--- config.mk ---
export PLATFORM = sky130hd
export DESIGN_NAME = lrc_regs
export DESIGN_NICKNAME = d
export VERILOG_FILES = /design/src/include/lrc_pkg.sv /design/src/lrc_channel.sv /design/src/lrc_regs.sv
export SDC_FILE = /design/constraint.sdc
export NUM_CORES = 1
export LEC_CHECK = 0
export BUFFER_PORTS_ARGS = -buffer_cell sky130_fd_sc_hd__buf_2
export CORE_UTILIZATION = 50
export DETAILED_ROUTE_END_ITERATION = 8
export PLACE_DENSITY_LB_ADDON = 0.1
export REMOVE_ABC_BUFFERS = 1
export SLEW_MARGIN = 20
export SYNTH_ARGS = -nofsm -noshare
export SYNTH_HDL_FRONTEND = slang
export SYNTH_SLANG_ARGS = --single-unit
--- constraint.sdc ---
create_clock -name i_clock -period 1.78 [get_ports i_clock]
set_input_delay 0.534 -clock i_clock [delete_from_list [all_inputs] [get_ports i_clock]]
set_output_delay 0.534 -clock i_clock [all_outputs]
set_load 0.1 [all_outputs]
--- src/include/lrc_pkg.sv ---
// constants, field layout and state type for the linear regulator
// control bank; shared by the bank top and its per-regulator slice
`default_nettype none
package lrc_pkg;

    localparam int LRC_NUM = 4;
    localparam int LRC_ADDR_W = 10;
    localparam int LRC_DATA_W = 8;
    localparam int LRC_NUM_INPUTS = 3;

    // register addresses
    localparam logic [9:0] LRC_ADDR_CTRL1 = 10'h026;
    localparam logic [9:0] LRC_ADDR_CTRL2 = 10'h027;
    localparam logic [9:0] LRC_ADDR_CTRL3 = 10'h028;
    localparam logic [9:0] LRC_ADDR_CTRL4 = 10'h029;
    localparam logic [9:0] LRC_ADDR_VSEL = 10'h032;

    // control register fields
    localparam int LRC_BIT_SEQ = 7;
    localparam int LRC_VSEL_HI = 6;
    localparam int LRC_VSEL_LO = 5;
    localparam int LRC_BIT_SPARE = 4;
    localparam int LRC_BIT_PDOFF = 3;
    localparam int LRC_ESEL_HI = 2;
    localparam int LRC_ESEL_LO = 1;
    localparam int LRC_BIT_ON = 0;

    // voltage selection register: regulator n at bit LRC_VSEL_BASE+n
    localparam int LRC_VSEL_BASE = 4;

    // input selection codes
    localparam logic [1:0] LRC_SEL_SEQ = 2'h0;
    localparam logic [1:0] LRC_SEL_ONE = 2'h1;
    localparam logic [1:0] LRC_SEL_TWO = 2'h2;
    localparam logic [1:0] LRC_SEL_THREE = 2'h3;

    // reset values
    localparam logic [7:0] LRC_CTRL_RESET = 8'h00;
    localparam logic LRC_VOLT_RESET = 1'b0;
    localparam logic [7:0] LRC_RDATA_NONE = 8'h00;

    // spacing between two switching steps of the priority order
    localparam int LRC_CLOCK_NS = 50;
    localparam int LRC_STEP_NS = 1000;
    localparam int LRC_STEP_CYCLES =
        (LRC_STEP_NS + LRC_CLOCK_NS - 1) / LRC_CLOCK_NS;

    typedef enum logic [1:0] {
        LRC_ST_IDLE = 2'b00,
        LRC_ST_WAIT = 2'b01,
        LRC_ST_APPLY = 2'b11
    } lrc_state_e;

endpackage
`default_nettype wire

--- src/lrc_channel.sv ---
// one regulator slice: control register, voltage selection bit and
// the input edge handling that modifies them
// assumes edge pulses of the three general inputs come from the top
`timescale 1ns/1ps
`default_nettype none
module lrc_channel (
    input wire logic i_clock,
    input wire logic i_rst_n,
    input wire logic i_ctrl_wr,
    input wire logic [7:0] i_wdata,
    input wire logic i_volt_wr,
    input wire logic i_volt_wdata,
    input wire logic i_standby,
    input wire logic [2:0] i_rise,
    input wire logic [2:0] i_fall,
    output logic [7:0] o_ctrl,
    output logic o_volt_second,
    output logic o_request
);
    import lrc_pkg::*;

    logic [7:0] ctrl;
    logic [7:0] next_ctrl;
    logic volt;
    logic next_volt;
    logic [1:0] vsel;
    logic [1:0] esel;
    logic v_rise;
    logic v_fall;
    logic e_rise;
    logic e_fall;

    assign vsel = ctrl[LRC_VSEL_HI:LRC_VSEL_LO];
    assign esel = ctrl[LRC_ESEL_HI:LRC_ESEL_LO];

    // RULE3: voltage input decode
    // RULE5: enable input decode
    always_comb begin
        v_rise = 1'b0;
        v_fall = 1'b0;
        e_rise = 1'b0;
        e_fall = 1'b0;
        case (vsel)
            LRC_SEL_ONE: begin
                v_rise = i_rise[0];
                v_fall = i_fall[0];
            end
            LRC_SEL_TWO: begin
                v_rise = i_rise[1];
                v_fall = i_fall[1];
            end
            LRC_SEL_THREE: begin
                v_rise = i_rise[2];
                v_fall = i_fall[2];
            end
            default: begin
                v_rise = 1'b0;
                v_fall = 1'b0;
            end
        endcase
        case (esel)
            LRC_SEL_ONE: begin
                e_rise = i_rise[0];
                e_fall = i_fall[0];
            end
            LRC_SEL_TWO: begin
                e_rise = i_rise[1];
                e_fall = i_fall[1];
            end
            LRC_SEL_THREE: begin
                e_rise = i_rise[2];
                e_fall = i_fall[2];
            end
            default: begin
                e_rise = 1'b0;
                e_fall = 1'b0;
            end
        endcase
    end

    always_comb begin
        next_ctrl = ctrl;
        next_volt = volt;
        // RULE9: spare bit stored as written
        if (i_ctrl_wr) begin
            next_ctrl = i_wdata;
        end
        // RULE8: voltage selection bit
        if (i_volt_wr) begin
            next_volt = i_volt_wdata;
        end
        // RULE2: rising input picks setting a
        if (v_rise) begin
            next_volt = 1'b0;
        end else if (v_fall) begin
            next_volt = 1'b1;
        end
        // RULE4: input edges switch enable
        if (e_rise) begin
            next_ctrl[LRC_BIT_ON] = 1'b1;
        end else if (e_fall) begin
            next_ctrl[LRC_BIT_ON] = 1'b0;
        end
    end

    always_ff @(posedge i_clock) begin
        if (!i_rst_n) begin
            ctrl <= LRC_CTRL_RESET;
            volt <= LRC_VOLT_RESET;
        end else begin
            ctrl <= next_ctrl;
            volt <= next_volt;
        end
    end

    assign o_ctrl = ctrl;
    assign o_volt_second = volt;
    // RULE1: sequenced supply stays on in standby
    // RULE7: enable bit requests on or off
    assign o_request = ctrl[LRC_BIT_ON] &
        (~i_standby | ctrl[LRC_BIT_SEQ]);
endmodule
`default_nettype wire

--- src/lrc_regs.sv ---
// control register bank for four linear regulators with the step
// sequencer that applies on/off changes one at a time
// assumes register port and general inputs are synchronous to i_clock
//
// Notes on behaviour
// RULE1: bit 7 set keeps the regulator on in the standby state.
// RULE2: selected voltage input rising edge picks voltage setting a.
// RULE3: bits 6:5 pick voltage input: sequencer, input one, two, three.
// RULE4: selected enable input rising turns on, falling turns off.
// RULE5: bits 2:1 pick enable input: sequencer, input one, two, three.
// RULE6: bit 3 clear keeps pull-down on while off; set removes it.
// RULE7: bit 0 requests on or off; switching follows step priority.
// RULE8: per-regulator selection bit: 0 setting a, 1 setting b.
// RULE9: bit 4 reads back as written and steers nothing.
`timescale 1ns/1ps
`default_nettype none
module lrc_regs #(
    parameter int STEP_CYCLES = lrc_pkg::LRC_STEP_CYCLES
) (
    input wire logic i_clock,
    input wire logic i_rst_n,
    input wire logic i_wr_en,
    input wire logic i_rd_en,
    input wire logic [lrc_pkg::LRC_ADDR_W-1:0] i_addr,
    input wire logic [lrc_pkg::LRC_DATA_W-1:0] i_wdata,
    input wire logic i_general_input_one,
    input wire logic i_general_input_two,
    input wire logic i_general_input_three,
    input wire logic i_low_power_standby_state,
    output logic [lrc_pkg::LRC_DATA_W-1:0] o_rdata,
    output logic o_rd_valid,
    output logic [lrc_pkg::LRC_NUM-1:0] o_reg_on,
    output logic [lrc_pkg::LRC_NUM-1:0] o_pulldown_on,
    output logic [lrc_pkg::LRC_NUM-1:0] o_voltage_second
);
    import lrc_pkg::*;

    localparam int CNT_W = $clog2(STEP_CYCLES + 1);
    localparam logic [CNT_W-1:0] CNT_LAST = CNT_W'(STEP_CYCLES - 1);
    localparam logic [CNT_W-1:0] CNT_ZERO = '0;
    localparam int A_WAIT_MAX = STEP_CYCLES;

    logic [2:0] pins;
    logic [2:0] pins_prev;
    logic [2:0] rise;
    logic [2:0] fall;
    logic [7:0] ctrl [LRC_NUM];
    logic [LRC_NUM-1:0] volt;
    logic [LRC_NUM-1:0] request;
    logic [LRC_NUM-1:0] pdoff;
    logic [LRC_NUM-1:0] pending;
    logic [LRC_NUM-1:0] first_pending;
    logic volt_wr;

    lrc_state_e state;
    lrc_state_e next_state;
    logic [CNT_W-1:0] count;
    logic [CNT_W-1:0] next_count;
    logic [LRC_NUM-1:0] actual;
    logic [LRC_NUM-1:0] next_actual;
    logic [LRC_NUM-1:0] next_pulldown;
    logic [7:0] next_rdata;
    logic next_rd_valid;

    // input edge detection
    assign pins = {i_general_input_three, i_general_input_two,
        i_general_input_one};
    assign rise = pins & ~pins_prev;
    assign fall = ~pins & pins_prev;

    always_ff @(posedge i_clock) begin
        if (!i_rst_n) begin
            pins_prev <= 3'h0;
        end else begin
            pins_prev <= pins;
        end
    end

    assign volt_wr = i_wr_en && (i_addr == LRC_ADDR_VSEL);

    genvar g;
    generate
        for (g = 0; g < LRC_NUM; g++) begin : g_chan
            lrc_channel u_chan (
                .i_clock(i_clock),
                .i_rst_n(i_rst_n),
                .i_ctrl_wr(i_wr_en &&
                    (i_addr == LRC_ADDR_CTRL1 + LRC_ADDR_W'(g))),
                .i_wdata(i_wdata),
                .i_volt_wr(volt_wr),
                .i_volt_wdata(i_wdata[LRC_VSEL_BASE + g]),
                .i_standby(i_low_power_standby_state),
                .i_rise(rise),
                .i_fall(fall),
                .o_ctrl(ctrl[g]),
                .o_volt_second(volt[g]),
                .o_request(request[g])
            );
            assign pdoff[g] = ctrl[g][LRC_BIT_PDOFF];
        end
    endgenerate

    // RULE7: changes wait for a priority step
    assign pending = request ^ actual;
    assign first_pending = pending & (~pending + 4'h1);

    always_comb begin
        next_state = state;
        next_count = count;
        next_actual = actual;
        case (state)
            LRC_ST_IDLE: begin
                next_count = CNT_ZERO;
                if (pending != 4'h0) begin
                    next_state = LRC_ST_WAIT;
                end
            end
            LRC_ST_WAIT: begin
                if (count == CNT_LAST) begin
                    next_state = LRC_ST_APPLY;
                end else begin
                    next_count = count + CNT_W'(1);
                end
            end
            LRC_ST_APPLY: begin
                // lowest numbered regulator switches first
                next_actual = actual ^ first_pending;
                next_state = LRC_ST_IDLE;
            end
            default: begin
                next_state = LRC_ST_IDLE;
                next_count = CNT_ZERO;
            end
        endcase
        // RULE6: pull-down follows off state and bit 3
        next_pulldown = ~next_actual & ~pdoff;
    end

    always_ff @(posedge i_clock) begin
        if (!i_rst_n) begin
            state <= LRC_ST_IDLE;
            count <= CNT_ZERO;
            actual <= 4'h0;
            o_pulldown_on <= 4'hF;
        end else begin
            state <= next_state;
            count <= next_count;
            actual <= next_actual;
            o_pulldown_on <= next_pulldown;
        end
    end

    assign o_reg_on = actual;

    // register read port
    always_comb begin
        next_rd_valid = i_rd_en;
        next_rdata = LRC_RDATA_NONE;
        if (i_rd_en) begin
            case (i_addr)
                LRC_ADDR_CTRL1: next_rdata = ctrl[0];
                LRC_ADDR_CTRL2: next_rdata = ctrl[1];
                LRC_ADDR_CTRL3: next_rdata = ctrl[2];
                LRC_ADDR_CTRL4: next_rdata = ctrl[3];
                LRC_ADDR_VSEL: next_rdata = {volt, 4'h0};
                default: next_rdata = LRC_RDATA_NONE;
            endcase
        end
    end

    always_ff @(posedge i_clock) begin
        if (!i_rst_n) begin
            o_rdata <= LRC_RDATA_NONE;
            o_rd_valid <= 1'b0;
            o_voltage_second <= 4'h0;
        end else begin
            o_rdata <= next_rdata;
            o_rd_valid <= next_rd_valid;
            o_voltage_second <= volt;
        end
    end
endmodule
`default_nettype wire

==> results.json <==
{
  "status": "finished with violations",
  "violations": "DRC",
  "grt_overflow_total": 0,
  "synth_commonest_cells": "67 x dfxtp_1, 54 x mux2i_1, 36 x nand2_1, 35 x nor2b_1, 19 x nor2_1",
  "period_minus_slack_ns": 1.72,
  "timing.rr.start": "g_chan[0].u_chan.o_ctrl[7]$_SDFFE_PN0P_",
  "hold_viol_final": 0,
  "min_period_over_period_pct": 96.5,
  "antenna_found_initial": 0,
  "multi_input_area_sq_um": 1960,
  "worstPathRequired_ns": 2.01,
  "grt_max_degree": 22,
  "postSynthCellCount": 353,
  "yosysWarnings": 0,
  "syn_to_final_growth_pct": 22.4,
  "reg2reg_depth": 5,
  "synth_most_common_cell": "dfxtp_1",
  "io_pins": 47,
  "hold_class": "in -> reg",
  "cts-hold-fix-buffers": 0,
  "setup_slack_ns": 0.0620,
  "power_density_nw_per_um2": 699,
  "post_cts_buffers": 0,
  "grt_pass1_wl_mm": 13.1,
  "die_h_um": 84.2,
  "rows": 29,
  "place_inst": 493,
  "clock_sinks": 67,
  "syn_area_per_cell_sq_um": 9.57,
  "drc_errors": 14,
  "cts_max_path_buffers": 2,
  "synthTopCellsByArea": "dfxtp_1 40%, mux2i_1 16%, nor2b_1 6.5%, nand2_1 4.0%, mux2_2 4.0%",
  "die-area_sq_um": 7090,
  "met2_usage_pct": 36.7,
  "peakVddDrop_mv": 0.401,
  "place_ws_ns": -0.338,
  "timing.fmax_mhz": 582,
  "ant_nets": 0,
  "cp_max_fo": 8,
  "gr-usage-met1_pct": 33.3,
  "cts_buffers": 9,
  "cts_tree": "built",
  "via_count": 2726,
  "skew_ns": 0.00674,
  "cts-root-buf": "clkbuf_8",
  "ys_types": 48,
  "reg2reg_slack_ns": 0.21,
  "drive_gt1_share_pct": 28.0,
  "endpoint_kind": "flip-flop",
  "worstPathArrival_ns": 1.95,
  "yosysSeqAreaShare_pct": 39.7,
  "via_per_inst": 5.36,
  "hpwl_mm": 5.65,
  "cp-start-kind": "primary input",
  "drt_pass1_iterations": 6,
  "yosys.area.top_type": "dfxtp_1",
  "yosys_register_bits": 67,
  "wl_per_cell_um": 15.2,
  "holdPathStages": 2,
  "core_sq_um": 6420,
  "async_reset_ff_share_pct": 0,
  "ys.flop_type": "dfxtp_1",
  "final-seq-area_sq_um": 1340,
  "crit_type": "in -> reg",
  "dieWidth_um": 84.2,
  "start_util_pct": 52.6,
  "gp_congestion": 0.878,
  "antennaDiodeCount": 0,
  "wirelength_mm": 7.75,
  "grt_pass1_vias": 2607,
  "rsz0062_at_grt": "false",
  "htreeDepth": 3,
  "cp_cell_sequence": "buf_6 > or3b_4 > nor4_4 > and3b_2 > buf_12 > mux2i_1 > o21ai_1",
  "portBuffers": 46,
  "setup_viol": 0,
  "synth_top_cell_area_share_pct": 39.7,
  "slew_headroom_pct": 67.6,
  "drtIter0Drc": 116,
  "reg2reg_to": "o_pulldown_on[2]$_SDFF_PN1_",
  "min-delay-start": "i_general_input_one",
  "worst_path_max_delay_cell": "or3b_4",
  "p_leak_nw": 1.74,
  "holdPathEnd": "pins_prev[0]$_SDFF_PN0_",
  "tightest_slew_ns": 0.489,
  "max_stage_delay_ns": 0.41,
  "netlist_area_sq_um": 3380,
  "busiest_layer": "met2",
  "slew_violations": 0,
  "n_fill_cell": 570,
  "stdcell_count": 509,
  "cap_viol_max_count": 0,
  "path_clk_slew_ns": 0.07,
  "fin_nets": 454,
  "grtUsageMet3_pct": 4.13,
  "track_usage_pct": 23.7,
  "synth_edf_count": 0,
  "clk-insertion-delay-late_ns": 0.34
}
==> final cells by class <==
| class | count | area share (%) |
|---|---|---|
| sequential | 67 | 32.4 |
| inverter | 5 | 0.454 |
| multi-input combinational | 267 | 47.3 |
| clock inverter | 5 | 0.877 |
| clock buffer | 11 | 3.66 |
| tap | 77 | 2.33 |
| timing repair buffer | 77 | 12.9 |
==> worst max-delay path, delay by kind of cell <==
kind | cells | cell delay [ns]
AOI/OAI and AO/OA | 1 | 0.07
buffers and inverters | 2 | 0.22
and+or+nand+nor | 3 | 0.95
muxes | 1 | 0.18
==> what timing repair did <==
action	4_1_cts	5_1_grt
gates resized for setup	0	3
hold endpoints to repair	0	0
endpoints found under the setup margin	0	7
==> report_power, final <==
group	switching, mW	internal (mW)	leakage, nW	total (mW)
clock network	0.595	0.583	0.0880	1.18
logic	0.116	0.0922	1.11	0.209
registers	0.00198	1.50	0.541	1.50
==> flip-flops by register name, summed over array words and instances, names as in the netlist <==
signal / count
g_chan.u_chan.o_ctrl: 32
o_rdata: 8
count: 5
g_chan.u_chan.o_volt_second: 4
o_pulldown_on: 4
o_reg_on: 4
o_voltage_second: 4
pins_prev: 3
state: 2
o_rd_valid: 1
==> cell usage in the layout (no fill, tap or decap), drive strengths merged, types with 6 or more instances in the layout <==
cell / n
a21oi: 11
and2: 9
buf: 76
clkbuf: 12
dfxtp: 67
inv: 6
mux2: 12
mux2i: 54
nand2: 37
nand2b: 6
nand3: 7
nor2: 19
nor2b: 35
o21ai: 17
==> metrics by stage <==
stage	power (mW)	setup TNS [ns]	util (%)	area, sq um	hold slack, ns
floorplan	1.62	-4.93	-	3320	0.440
global placement	1.74	-8.24	61.3	3940	0.472
detailed placement	1.75	-9.20	61.3	3940	0.479
CTS	2.93	0	64.2	4130	0.395
global route	3.01	0	64.4	4140	0.416
finish	2.89	0	64.4	4140	0.412
==> worst max path at each step <==
stage / startpoint / to / slack (ns) / cells past startpoint
floorplan: o_reg_on[0]$_SDFF_PN0_ / o_pulldown_on[2]$_SDFF_PN1_ / -0.30 / 5
global placement: i_addr[7] / g_chan[0].u_chan.o_ctrl[0]$_SDFFE_PN0P_ / -0.30 / 7
detailed placement: i_addr[7] / g_chan[0].u_chan.o_ctrl[4]$_SDFFE_PN0P_ / -0.34 / 7
CTS: o_reg_on[0]$_SDFF_PN0_ / o_reg_on[0] / 0.03 / 1
global route: i_addr[6] / g_chan[0].u_chan.o_ctrl[6]$_SDFFE_PN0P_ / 0.007 / 7
finish: i_addr[6] / g_chan[0].u_chan.o_ctrl[0]$_SDFFE_PN0P_ / 0.06 / 7
==> kinds of logic after synthesis <==
logic type | Yosys count | synth area share, %
xor+xnor | 6 | 1.56
simple gates | 133 | 23.6
fa+ha+maj | 1 | 0.370
mux | 66 | 20.0
compound gates | 61 | 12.3
flops | 67 | 39.7
buf+inv | 19 | 2.41
==> per-layer routing <==
metal,part of all wire (%),routed length [um]
met3,3.9,304
met2,44,3440
met5,0,0
met1,51,3930
met4,0.97,75
No activity file was read; power rests on OpenSTA's default activity.
